--- src/dato_pkg.sv ---
// package: constants and types for the alarm relay and over-torque output block
package dato_pkg;
  // ****************************************************************
  // widths and codes
  // ****************************************************************
  localparam int unsigned DATO_PCT_W = 8;
  localparam int unsigned DATO_TRQ_W = 9;
  localparam int unsigned DATO_FN_W = 6;
  localparam int unsigned DATO_NUM_TERM = 5;
  localparam logic [DATO_PCT_W-1:0] DATO_PCT_MAX = 8'hc8;
  localparam logic [DATO_FN_W-1:0] DATO_FN_OVER_TORQUE = 6'h07;
  localparam logic [DATO_FN_W-1:0] DATO_FN_ALARM = 6'h05;
  localparam logic [1:0] DATO_CTRL_SLV = 2'h3;
  localparam logic [3:0] DATO_CM_SLV = 4'h3;
  localparam logic [3:0] DATO_CM_SLV0HZ = 4'h4;
  localparam logic [3:0] DATO_CM_VEC_SENSOR = 4'h5;
  localparam logic DATO_POL_INVERTED = 1'b0;
  localparam logic DATO_POL_DEFAULT = 1'b1;

  // ****************************************************************
  // reset values
  // ****************************************************************
  localparam logic DATO_RST_FLAG = 1'b0;
  localparam logic DATO_RST_ALARM = 1'b0;

  // ****************************************************************
  // timing
  // ****************************************************************
  localparam int unsigned DATO_CLK_MHZ = 125;
  localparam int unsigned DATO_ALARM_LAG_MS = 300;
  localparam int unsigned DATO_NC_START_MS = 1900;
  localparam int unsigned DATO_ALARM_LAG_CYC = DATO_ALARM_LAG_MS * 1000 * DATO_CLK_MHZ;
  localparam int unsigned DATO_NC_START_CYC = DATO_NC_START_MS * 1000 * DATO_CLK_MHZ;

  typedef enum logic [1:0] {
    DATO_Q_FWD_DRIVE,
    DATO_Q_REV_REGEN,
    DATO_Q_REV_DRIVE,
    DATO_Q_FWD_REGEN
  } dato_quad_t;

  typedef enum logic [1:0] {
    DATO_AL_POWERUP,
    DATO_AL_RUN
  } dato_al_state_t;
endpackage : dato_pkg

--- src/dato_alarm_torque_out.sv ---
// module: alarm relay contacts and over-torque flag routing for a motor drive
// Contract
// - flag rises when estimated torque exceeds the applicable threshold
// - flag clears while estimated torque stays below the thresholds
// - four thresholds by quadrant, each zero to two hundred percent
// - flag routes to terminals 11-15 or relay when function code seven
// - flag meaningful only under the three vector control methods
// - comparison only monitors; it never limits produced torque
// - default polarity: first contact closed normal, swapped on trip or power loss
// - inverted polarity: first open normal, closed on trip; unpowered first open
// - normally closed alarm may take under two seconds to close at power-up
// - alarm output stays valid while control circuit keeps power
// - alarm-related output lags the fault alarm by nominal 300 ms
`timescale 1ns/1ns
`default_nettype none
module dato_alarm_torque_out
  import dato_pkg::*;
#(
  parameter int unsigned NUM_TERM = DATO_NUM_TERM,
  parameter int unsigned LAG_CYC = DATO_ALARM_LAG_CYC,
  parameter int unsigned START_CYC = DATO_NC_START_CYC
) (
  // clock and reset
  input wire logic ref_clk_i,
  input wire logic rst_i,
  // drive state, from pins
  input wire logic ctrl_power_ok_i,
  input wire logic trip_i,
  // operating point, same clock
  input wire logic dir_rev_i,
  input wire logic regen_i,
  input wire logic [dato_pkg::DATO_TRQ_W-1:0] torque_est_i,
  // configuration
  input wire logic [3:0] control_method_select_i,
  input wire logic alarm_polarity_select_i,
  input wire logic [dato_pkg::DATO_FN_W-1:0] alarm_relay_function_select_i,
  input wire logic [NUM_TERM*dato_pkg::DATO_FN_W-1:0] output_terminal_function_select_i,
  input wire logic [dato_pkg::DATO_PCT_W-1:0] torque_limit_fwd_drive_i,
  input wire logic [dato_pkg::DATO_PCT_W-1:0] torque_limit_rev_regen_i,
  input wire logic [dato_pkg::DATO_PCT_W-1:0] torque_limit_rev_drive_i,
  input wire logic [dato_pkg::DATO_PCT_W-1:0] torque_limit_fwd_regen_i,
  // outputs
  output logic over_torque_flag_o,
  output logic [NUM_TERM-1:0] output_terminal_o,
  output logic alarm_relay_first_contact_o,
  output logic alarm_relay_second_contact_o,
  output logic alarm_lagged_o
);
  import dato_pkg::*;

  // ****************************************************************
  // pin synchronisers
  // ****************************************************************
  logic pwr_s1_q;
  logic pwr_s2_q;
  logic trip_s1_q;
  logic trip_s2_q;

  always_ff @(posedge ref_clk_i or posedge rst_i)
  begin
    if (rst_i)
    begin
      pwr_s1_q <= 1'b0;
      pwr_s2_q <= 1'b0;
      trip_s1_q <= 1'b0;
      trip_s2_q <= 1'b0;
    end
    else
    begin
      pwr_s1_q <= ctrl_power_ok_i;
      pwr_s2_q <= pwr_s1_q;
      trip_s1_q <= trip_i;
      trip_s2_q <= trip_s1_q;
    end
  end

  // ****************************************************************
  // over-torque detection
  // ****************************************************************
  logic over_raw;
  logic vector_mode;
  logic flag_q;

  dato_torque_cmp u_cmp (
    .ref_clk_i(ref_clk_i),
    .rst_i(rst_i),
    .dir_rev_i(dir_rev_i),
    .regen_i(regen_i),
    .torque_est_i(torque_est_i),
    .torque_limit_fwd_drive_i(torque_limit_fwd_drive_i),
    .torque_limit_rev_regen_i(torque_limit_rev_regen_i),
    .torque_limit_rev_drive_i(torque_limit_rev_drive_i),
    .torque_limit_fwd_regen_i(torque_limit_fwd_regen_i),
    .over_q_o(over_raw),
    .quad_o()
  );

  assign vector_mode = (control_method_select_i == DATO_CM_SLV)
                    || (control_method_select_i == DATO_CM_SLV0HZ)
                    || (control_method_select_i == DATO_CM_VEC_SENSOR);

  // outside vector modes the estimate is meaningless, so the flag is held low
  always_ff @(posedge ref_clk_i or posedge rst_i)
  begin
    if (rst_i)
      flag_q <= DATO_RST_FLAG;
    else
      flag_q <= over_raw && vector_mode;
  end

  assign over_torque_flag_o = flag_q;

  // ****************************************************************
  // alarm state and lag
  // ****************************************************************
  logic alarm_active;
  logic alarm_q;
  logic lag_done;
  logic lag_q;
  logic start_done;
  dato_al_state_t al_state_q;

  // fault alarm is trip, or loss of control power
  assign alarm_active = trip_s2_q || !pwr_s2_q;

  always_ff @(posedge ref_clk_i or posedge rst_i)
  begin
    if (rst_i)
      alarm_q <= DATO_RST_ALARM;
    else
      alarm_q <= alarm_active;
  end

  dato_lag_timer #(
    .CYCLES(LAG_CYC)
  ) u_lag (
    .ref_clk_i(ref_clk_i),
    .rst_i(rst_i),
    .restart_i(alarm_q == lag_q),
    .done_o(lag_done)
  );

  // counter held clear while the copy agrees, so a short blip never passes
  // lagged copy only follows once alarm held steady for the lag
  always_ff @(posedge ref_clk_i or posedge rst_i)
  begin
    if (rst_i)
      lag_q <= DATO_RST_ALARM;
    else if (lag_done)
      lag_q <= alarm_q;
  end

  assign alarm_lagged_o = lag_q;

  dato_lag_timer #(
    .CYCLES(START_CYC)
  ) u_start (
    .ref_clk_i(ref_clk_i),
    .rst_i(rst_i),
    .restart_i(!pwr_s2_q),
    .done_o(start_done)
  );

  // power-up hold: contacts stay at their unpowered rest state
  always_ff @(posedge ref_clk_i or posedge rst_i)
  begin
    if (rst_i)
      al_state_q <= DATO_AL_POWERUP;
    else
    begin
      unique case (al_state_q)
        DATO_AL_POWERUP: if (start_done) al_state_q <= DATO_AL_RUN;
        DATO_AL_RUN: if (!pwr_s2_q) al_state_q <= DATO_AL_POWERUP;
      endcase
    end
  end

  // ****************************************************************
  // relay function and contact drive
  // ****************************************************************
  logic relay_src;
  logic first_d;
  logic first_q;

  // relay carries either the fault alarm or the over-torque flag
  assign relay_src = (alarm_relay_function_select_i == DATO_FN_OVER_TORQUE)
                   ? flag_q : alarm_q;

  always_comb
  begin
    first_d = 1'b0;
    if (al_state_q == DATO_AL_POWERUP)
      first_d = 1'b0;
    else if (alarm_polarity_select_i == DATO_POL_DEFAULT)
      first_d = !relay_src;
    else
      first_d = relay_src;
  end

  always_ff @(posedge ref_clk_i or posedge rst_i)
  begin
    if (rst_i)
      first_q <= 1'b0;
    else
      first_q <= first_d;
  end

  // single changeover contact: second is always the complement
  assign alarm_relay_first_contact_o = first_q;
  assign alarm_relay_second_contact_o = !first_q;

  // ****************************************************************
  // open-collector terminals
  // ****************************************************************
  logic [NUM_TERM-1:0] term_q;

  for (genvar t = 0; t < NUM_TERM; t++)
  begin : g_term
    logic [DATO_FN_W-1:0] fn;
    assign fn = output_terminal_function_select_i[t*DATO_FN_W +: DATO_FN_W];
    always_ff @(posedge ref_clk_i or posedge rst_i)
    begin
      if (rst_i)
        term_q[t] <= 1'b0;
      else
        term_q[t] <= ((fn == DATO_FN_OVER_TORQUE) && flag_q)
                  || ((fn == DATO_FN_ALARM) && alarm_q);
    end
  end

  assign output_terminal_o = term_q;

  // ****************************************************************
  // checks
  // ****************************************************************
  // cycles the alarm has differed from its lagged copy, for the lag checks
  logic [31:0] diff_cnt_q;

  always_ff @(posedge ref_clk_i or posedge rst_i)
  begin
    if (rst_i)
      diff_cnt_q <= '0;
    else if (alarm_q != lag_q)
      diff_cnt_q <= diff_cnt_q + 32'h1;
    else
      diff_cnt_q <= '0;
  end

  a_flag_mode_gate: assert property (@(posedge ref_clk_i) disable iff (rst_i)
    !$past(vector_mode) |-> !flag_q)
    else $error("flag set outside vector mode");
  a_flag_follow: assert property (@(posedge ref_clk_i) disable iff (rst_i)
    ($past(over_raw) && $past(vector_mode)) |-> flag_q)
    else $error("flag missed over-torque");
  a_flag_clear: assert property (@(posedge ref_clk_i) disable iff (rst_i)
    !$past(over_raw) |-> !flag_q)
    else $error("flag held without over-torque");
  a_relay_default: assert property (@(posedge ref_clk_i) disable iff (rst_i)
    ($past(al_state_q) == DATO_AL_RUN && $past(alarm_polarity_select_i)
      && $past(alarm_relay_function_select_i) != DATO_FN_OVER_TORQUE)
    |-> first_q == !$past(alarm_q))
    else $error("default polarity contact wrong");
  a_relay_invert: assert property (@(posedge ref_clk_i) disable iff (rst_i)
    ($past(al_state_q) == DATO_AL_RUN && !$past(alarm_polarity_select_i)
      && $past(alarm_relay_function_select_i) != DATO_FN_OVER_TORQUE)
    |-> first_q == $past(alarm_q))
    else $error("inverted polarity contact wrong");
  a_relay_flag: assert property (@(posedge ref_clk_i) disable iff (rst_i)
    ($past(al_state_q) == DATO_AL_RUN && $past(alarm_polarity_select_i)
      && $past(alarm_relay_function_select_i) == DATO_FN_OVER_TORQUE)
    |-> first_q == !$past(flag_q))
    else $error("relay flag route wrong");
  a_relay_unpowered: assert property (@(posedge ref_clk_i) disable iff (rst_i)
    $past(al_state_q) == DATO_AL_POWERUP |-> !first_q && alarm_relay_second_contact_o)
    else $error("unpowered contact state wrong");
  a_power_loss_rest: assert property (@(posedge ref_clk_i) disable iff (rst_i)
    !pwr_s2_q |-> ##2 !first_q)
    else $error("contact not at rest after power loss");
  a_contact_exclusive: assert property (@(posedge ref_clk_i) disable iff (rst_i)
    alarm_relay_first_contact_o != alarm_relay_second_contact_o)
    else $error("contacts not complementary");
  a_lag_hold: assert property (@(posedge ref_clk_i) disable iff (rst_i)
    (lag_q != alarm_q) ##1 (lag_q != alarm_q) |-> $stable(lag_q))
    else $error("lagged alarm moved early");
  a_lag_min: assert property (@(posedge ref_clk_i) disable iff (rst_i)
    $changed(lag_q) |-> $past(diff_cnt_q) >= 32'(LAG_CYC))
    else $error("lagged alarm followed too soon");
  a_lag_bound: assert property (@(posedge ref_clk_i) disable iff (rst_i)
    diff_cnt_q <= 32'(LAG_CYC) + 32'h1)
    else $error("lagged alarm followed too late");
  a_term_route: assert property (@(posedge ref_clk_i) disable iff (rst_i)
    ($past(output_terminal_function_select_i[DATO_FN_W-1:0]) == DATO_FN_OVER_TORQUE)
    |-> term_q[0] == $past(flag_q))
    else $error("terminal routing wrong");

  c_flag_rise: cover property (@(posedge ref_clk_i) disable iff (rst_i) $rose(flag_q));
  c_trip_swap: cover property (@(posedge ref_clk_i) disable iff (rst_i)
    $rose(alarm_q) ##1 $fell(first_q));
  c_lag_follow: cover property (@(posedge ref_clk_i) disable iff (rst_i) $rose(lag_q));
  c_run_state: cover property (@(posedge ref_clk_i) disable iff (rst_i)
    $past(al_state_q) == DATO_AL_POWERUP && al_state_q == DATO_AL_RUN);
endmodule : dato_alarm_torque_out
`default_nettype wire

--- src/dato_lag_timer.sv ---
// module: settable cycle counter used for alarm lag and start delay
`timescale 1ns/1ns
`default_nettype none
module dato_lag_timer #(
  parameter int unsigned CYCLES = 4
) (
  // clock and reset
  input wire logic ref_clk_i,
  input wire logic rst_i,
  // control
  input wire logic restart_i,
  // status
  output logic done_o
);
  localparam int unsigned CNT_W = (CYCLES < 2) ? 1 : $clog2(CYCLES + 1);
  localparam logic [CNT_W-1:0] CNT_MAX = CNT_W'(CYCLES);

  logic [CNT_W-1:0] cnt_q;

  // ****************************************************************
  // counter: restart clears, then counts up and saturates
  // ****************************************************************
  always_ff @(posedge ref_clk_i or posedge rst_i)
  begin
    if (rst_i)
      cnt_q <= '0;
    else if (restart_i)
      cnt_q <= '0;
    else if (cnt_q != CNT_MAX)
      cnt_q <= cnt_q + CNT_W'(1);
  end

  assign done_o = (cnt_q == CNT_MAX);
endmodule : dato_lag_timer
`default_nettype wire

--- src/dato_torque_cmp.sv ---
// module: per-quadrant over-torque threshold select and compare
`timescale 1ns/1ns
`default_nettype none
module dato_torque_cmp
  import dato_pkg::*;
#(
  parameter int unsigned PCT_W = DATO_PCT_W,
  parameter int unsigned TRQ_W = DATO_TRQ_W
) (
  // clock and reset
  input wire logic ref_clk_i,
  input wire logic rst_i,
  // operating point
  input wire logic dir_rev_i,
  input wire logic regen_i,
  input wire logic [TRQ_W-1:0] torque_est_i,
  // thresholds
  input wire logic [PCT_W-1:0] torque_limit_fwd_drive_i,
  input wire logic [PCT_W-1:0] torque_limit_rev_regen_i,
  input wire logic [PCT_W-1:0] torque_limit_rev_drive_i,
  input wire logic [PCT_W-1:0] torque_limit_fwd_regen_i,
  // result
  output logic over_q_o,
  output dato_pkg::dato_quad_t quad_o
);
  import dato_pkg::*;

  dato_quad_t quad_d;
  logic [PCT_W-1:0] lim_d;
  logic [PCT_W-1:0] lim_clip;
  logic over_q;
  dato_quad_t quad_q;

  // ****************************************************************
  // quadrant pick
  // ****************************************************************
  always_comb
  begin
    quad_d = DATO_Q_FWD_DRIVE;
    unique case ({dir_rev_i, regen_i})
      2'b00: quad_d = DATO_Q_FWD_DRIVE;
      2'b01: quad_d = DATO_Q_FWD_REGEN;
      2'b10: quad_d = DATO_Q_REV_DRIVE;
      2'b11: quad_d = DATO_Q_REV_REGEN;
    endcase
  end

  always_comb
  begin
    lim_d = torque_limit_fwd_drive_i;
    unique case (quad_d)
      DATO_Q_FWD_DRIVE: lim_d = torque_limit_fwd_drive_i;
      DATO_Q_REV_REGEN: lim_d = torque_limit_rev_regen_i;
      DATO_Q_REV_DRIVE: lim_d = torque_limit_rev_drive_i;
      DATO_Q_FWD_REGEN: lim_d = torque_limit_fwd_regen_i;
    endcase
  end

  // settings above full scale clip to the top of the range
  assign lim_clip = (lim_d > PCT_W'(DATO_PCT_MAX)) ? PCT_W'(DATO_PCT_MAX) : lim_d;

  // ****************************************************************
  // compare: monitoring only, nothing feeds back to torque
  // ****************************************************************
  always_ff @(posedge ref_clk_i or posedge rst_i)
  begin
    if (rst_i)
    begin
      over_q <= DATO_RST_FLAG;
      quad_q <= DATO_Q_FWD_DRIVE;
    end
    else
    begin
      over_q <= (torque_est_i > TRQ_W'(lim_clip));
      quad_q <= quad_d;
    end
  end

  assign over_q_o = over_q;
  assign quad_o = quad_q;

  a_cmp_over_track: assert property (@(posedge ref_clk_i) disable iff (rst_i)
    1'b1 |=> over_q == $past(torque_est_i > TRQ_W'(lim_clip)))
    else $error("over-torque compare wrong");
  a_cmp_quad_pick: assert property (@(posedge ref_clk_i) disable iff (rst_i)
    ($past(dir_rev_i) && !$past(regen_i)) |-> quad_q == DATO_Q_REV_DRIVE)
    else $error("quadrant pick wrong");
endmodule : dato_torque_cmp
`default_nettype wire

--- config.mk ---
export PLATFORM = sky130hd
export DESIGN_NAME = dato_alarm_torque_out
export DESIGN_NICKNAME = d
export VERILOG_FILES = /design/src/dato_pkg.sv /design/src/dato_alarm_torque_out.sv /design/src/dato_lag_timer.sv /design/src/dato_torque_cmp.sv
export SDC_FILE = /design/constraint.sdc
export NUM_CORES = 1
export LEC_CHECK = 0
export BUFFER_PORTS_ARGS = -buffer_cell sky130_fd_sc_hd__buf_2
export CORE_ASPECT_RATIO = 0.6
export CORE_UTILIZATION = 50
export CTS_CLUSTER_SIZE = 8
export DETAILED_ROUTE_END_ITERATION = 12
export PLACE_DENSITY_LB_ADDON = 0.25
export SETUP_SLACK_MARGIN = 0.15
export SYNTH_ARGS = -nofsm -noshare
export SYNTH_HDL_FRONTEND = slang
export SYNTH_HIERARCHICAL = 1
export SYNTH_SLANG_ARGS = --single-unit
--- constraint.sdc ---
create_clock -name ref_clk_i -period 2.3 [get_ports ref_clk_i]
set_input_delay 0.115 -clock ref_clk_i [delete_from_list [all_inputs] [get_ports ref_clk_i]]
set_output_delay 0.115 -clock ref_clk_i [all_outputs]
set_load 0.02 [all_outputs]
=== Word-level counts from Yosys, hierarchy flattened ===
Index checks and enable logic that the tools add are counted.

* Register bits after elaboration: 70
* Logic and storage cells: 90
* Bits in writable memories: 0
* Memories kept: 0
* Bits in latches: 0
* ROM bits: 0

* Shift operators: 0
* Divide/modulo/power cells: 0
* Order comparisons: 2
* Bitwise logic cells: 0
* Equal/unequal tests: 29
* Reduce and logical (&&, ||, !) cells: 27
* $mul: 0
* $add $sub $neg: 2
* Multiplexer cells: 13

{| class="wikitable"
|+ Operators by type and width
! operator !! count
|-
| 6-bit by 3-bit equality test with 1-bit output (second input constant) || 11
|-
| 28-bit 2-to-1 mux || 2
|-
| 26-bit 2-to-1 mux || 2
|-
| 8-bit case mux with 4 select lines || 1
|-
| 28-bit by 1-bit adder with 28-bit output (second input constant) || 1
|-
| 28-bit equality test (second input constant) || 1
|-
| 28-bit inequality test (second input constant) || 1
|-
| 26-bit by 1-bit adder with 26-bit output (second input constant) || 1
|-
| 26-bit equality test (second input constant) || 1
|-
| 26-bit inequality test (second input constant) || 1
|-
| 1-bit logical AND || 11
|-
| 9-bit by 8-bit greater-than comparator with 1-bit output || 1
|-
| 2-bit equality test (second input constant) || 4
|-
| 4-bit by 3-bit equality test with 1-bit output (second input constant) || 2
|-
| 8-bit greater-than comparator (second input constant) || 1
|-
| 1-bit logical OR || 8
|-
| 8-bit 2-to-1 mux || 1
|-
| 2-bit case mux with 4 select lines || 1
|-
| 2-bit by 1-bit equality test with 1-bit output (second input constant) || 3
|-
| 2-bit logical NOT || 3
|-
| 4-bit by 2-bit equality test with 1-bit output (second input constant) || 1
|-
| 2-bit 2-to-1 mux || 2
|-
| 2-bit inequality test (second input constant) || 2
|-
| 2-bit case mux with 2 select lines || 1
|-
| 6 further kinds || 10
|}

=== Logic depth before layout (Yosys ltp) ===
* Word-level depth: 7
* Mapped depth: 13

=== Cells and area by module ===
Netlist, hierarchy kept.

{| class="wikitable"
|+ By module, submodules not included
! module !! times used !! seq. area each (um^2) !! cells each !! area each (um^2)
|-
| dato_lag_timer (u_start) || 1 || 700.7 || 162 || 1546.5
|-
| dato_lag_timer (u_lag) || 1 || 650.6 || 151 || 1413.9
|-
| dato_alarm_torque_out || 1 || 350.3 || 48 || 635.6
|-
| dato_torque_cmp || 1 || 75.1 || 72 || 610.6
|}

=== Worst setup path after synthesis ===
Ideal clock, no wire load.

* Path type: in2reg
* Start: in dir_rev_i
* End: reg u_cmp.over_q (netlist: u_cmp/over_q_o)
* Slack: 0.155 ns
* Buffers on the path: 1
* Arrival time: 2.015 ns
* Cell stages on the path: 12
* Setup time: 0.130 ns
* Required time: 2.170 ns
* Cells stage by stage: inv_1 > ha_1 > buf_6 > a222oi_1 > o31ai_1 > o31ai_2 > o211ai_1 > ha_1 > nor2b_1 > o21a_1 > o21ai_0 > a31oi_1

* Word-level cells in the longest chain between the ends: 7
* Elaborated cells on any way between the ends: 13
* Classes of those cells: order compare: 2; eq/ne: 6; mux: 3; reduce/logical: 2

{| class="wikitable"
|+ RTL lines
! element !! RTL line !! source
|-
| start: declaration || dato_alarm_torque_out.sv:30 || <nowiki>input wire logic dir_rev_i,</nowiki>
|-
| 2-bit equality test, or another cell as far along || dato_torque_cmp.sv:40 || <nowiki>unique case ({dir_rev_i, regen_i})</nowiki>
|-
| 2-bit case mux with 4 select lines * || dato_torque_cmp.sv:40 ||
|-
| 2-bit equality test, or another cell as far along || dato_torque_cmp.sv:51 || <nowiki>unique case (quad_d)</nowiki>
|-
| 8-bit case mux with 4 select lines * || dato_torque_cmp.sv:51 ||
|-
| 8-bit greater-than comparator || dato_torque_cmp.sv:60 || <nowiki>assign lim_clip = (lim_d > PCT_W'(DATO_PCT_MAX)) ? PCT_W'(DATO_PCT_MAX) : lim_d;</nowiki>
|-
| 8-bit 2-to-1 mux * || dato_torque_cmp.sv:60 ||
|-
| 9-bit by 8-bit greater-than comparator with 1-bit output * || dato_torque_cmp.sv:74 || <nowiki>over_q <= (torque_est_i > TRQ_W'(lim_clip));</nowiki>
|-
| end signal: assignment || dato_torque_cmp.sv:74 ||
|-
| end: declaration || dato_torque_cmp.sv:31 || <nowiki>logic over_q;</nowiki>
|}

Every way passes the cells marked *; elsewhere a longest branch is shown, timed or not.
A chain may end at the register's enable or synchronous reset.

=== Final worst setup path ===
Same ends and word-level chain as after synthesis.

==> out/qor.txt <==
Crit. End Element: flip-flop
Clock transition at path regs: 60 ps
Die Ht: 72.4 µm
Hold Slack: 29.7 ps
Slew HR: 62.5%
First-pass DRT Iterations: 5
Final Core Density: 65.6%
Req. time, crit path: 2560 ps
Hold crit path type: in2reg
GRT overflow: 0
Antenna cells: 0
Die area: 8630 µm²
IO Port Bufs: 96
Post-synthesis instance total: 428
Final Hold Viols: 0
Largest register FFs: 28
First-pass GRT wire length: 17000 µm
Power Density: 609 nW/µm²
Max-cap violations: 0
Placed Instance Area: 4740 µm²
FMAX: 470 MHz
Largest net degree at the start of global routing: 29
Clock share of power: 47.6%
CTS buffer count: 9
Share of layout cells above drive strength 1: 28.1%
Final WL: 10700 µm
Status: finished clean
Placed insts: 628
VDD IR-drop max: 0.411 mV
CTS tree: built
Syn Area/Cell: 9.64 µm²
Clock latency on the worst-skew pair: 340 ps
GRT Util Overall: 25.4%
Period utilization: 92.6%
WS Path Type: in2reg
Initial antenna violation count: 0
Yosys warns: 6
Die Wd: 119 µm
Via count: 3913
Setup TNS: 0 ps
ANT nets after route: 0
Clk sinks: 69
Cell Area, Synth: 4130 µm²
NetSw: 768 µW
RSZ-0062 raised after global routing: true
Syn-to-layout area delta: 26.4%
Worst setup SP type: input port
Post-route design area: 5220 µm²
Internal Power: 2.41 mW
Worst-margin pin slew: 563 ps
Max Fanout on Critical Path: 5
Reg power frac: 41.0%
Syn_nets: 532
Dpl hpwl: 7410 µm
Routability-driven placement congestion ratio: 0.886
Mean number of vias per cell: 5.96
Max Clock Skew: 7.00 ps
Final setup viols: 0
Core area: 7950 µm²
Comb pwr share: 11.4%
Longest Clk Path Bufs: 2
Setup WS pre-CTS: -147 ps
Tot Pwr: 3.17 mW
Setup ws final: 171 ps
Final nets: 647
Final cell count without fillers: 656
Pleak: 2.34 nW
Starting density of the core: 51.9%
Ports: 97
Drt drc: 0
Initial drt markers: 298
Buffer type at the clock tree root: clkbuf_16
H-Tree Depth: 3
Switching Share: 24.2%
Routed len/inst: 16.3 µm
Rows: 25
Most flops, register: u_start/cnt_q
Final Max Slew Viols: 0
Min cycle time layout: 2130 ps
CP arrival: 2390 ps
Number of global-route vias before repair: 3550
-- cell usage in the layout, fill, tap and decap left out, types with 3 or more instances in the layout --
master / count
o211ai_1: 3
buf_4: 18
nor2_1: 24
nand2_1: 28
dlygate4sd3_1: 9
a21oi_1: 33
nor4_1: 3
nand4bb_1: 6
and4_1: 12
dfrtp_1: 69
inv_1: 17
nor2b_1: 4
nor3_1: 10
nand3b_1: 3
and3_1: 5
mux2_2: 4
o21ai_0: 16
nand3_1: 18
o31ai_1: 18
ha_1: 14
xnor2_1: 4
clkbuf_16: 9
and2_1: 3
or4_1: 19
a22oi_1: 3
nand4_1: 13
mux2i_1: 5
xor2_1: 16
or3_1: 11
buf_2: 96
a222oi_1: 6
-- worst paths after layout --
kind,cells past startpoint,end,start,slack [ps]
setup / recovery,12,u_cmp/over_q_o,dir_rev_i,170
setup reg to reg,4,u_lag/cnt_q[25],u_lag/cnt_q[5],260
max in group asynchronous,3,alarm_relay_first_contact_o,rst_i,1540
min in group asynchronous,3,u_cmp/over_q_o,rst_i,190
hold reg to reg,0,pwr_s2_q,pwr_s1_q,350
hold / removal,3,output_terminal_o[0],output_terminal_function_select_i[3],30
-- power by group through the flow --
stage	logic, mW	clock network (mW)	registers [mW]
2_1_floorplan	0.199	0	1.31
3_3_place_gp	0.318	0	1.32
3_5_place_dp	0.331	0	1.32
4_1_cts	0.347	1.53	1.30
5_1_grt	0.404	1.58	1.31
6_report	0.363	1.51	1.30
-- layout make-up --
type | instances | area (µm²)
Multi-Input combinational cell | 322 | 2250
Sequential cell | 69 | 1730
Timing Repair Buffer | 123 | 706
Inverter | 18 | 67.6
Clock buffer | 10 | 239
Tap cell | 108 | 135
Clock inverter | 6 | 86.3
Fill cell | 627 | 2730
-- repair_timing --
| action | in CTS | in global routing |
|---|---|---|
| endpoints found under the hold margin | 77 | 0 |
| resized for setup | 0 | 7 |
| setup endpoints to repair | 0 | 4 |
| buffers inserted | 0 | 3 |
| hold buffers | 9 | 0 |
-- critical path: stages --
cell and delay, ps:
buf_2 110, inv_1 70, ha_2 220, a222oi_1 560, buf_4 210, nand2_1 40
o21ai_0 70, ha_1 260, and4b_1 200, and3_1 200, and4_1 200, a31oi_1 130
-- per-layer routing --
layer	up-vias	wire (µm)	track usage [%]
met4	0	132	7.17
li1	1856	-	-
met1	1897	5030	34.6
met5	-	0	0
met3	14	709	7.15
met2	146	4790	39.7
(Power assumes the default switching activity.)
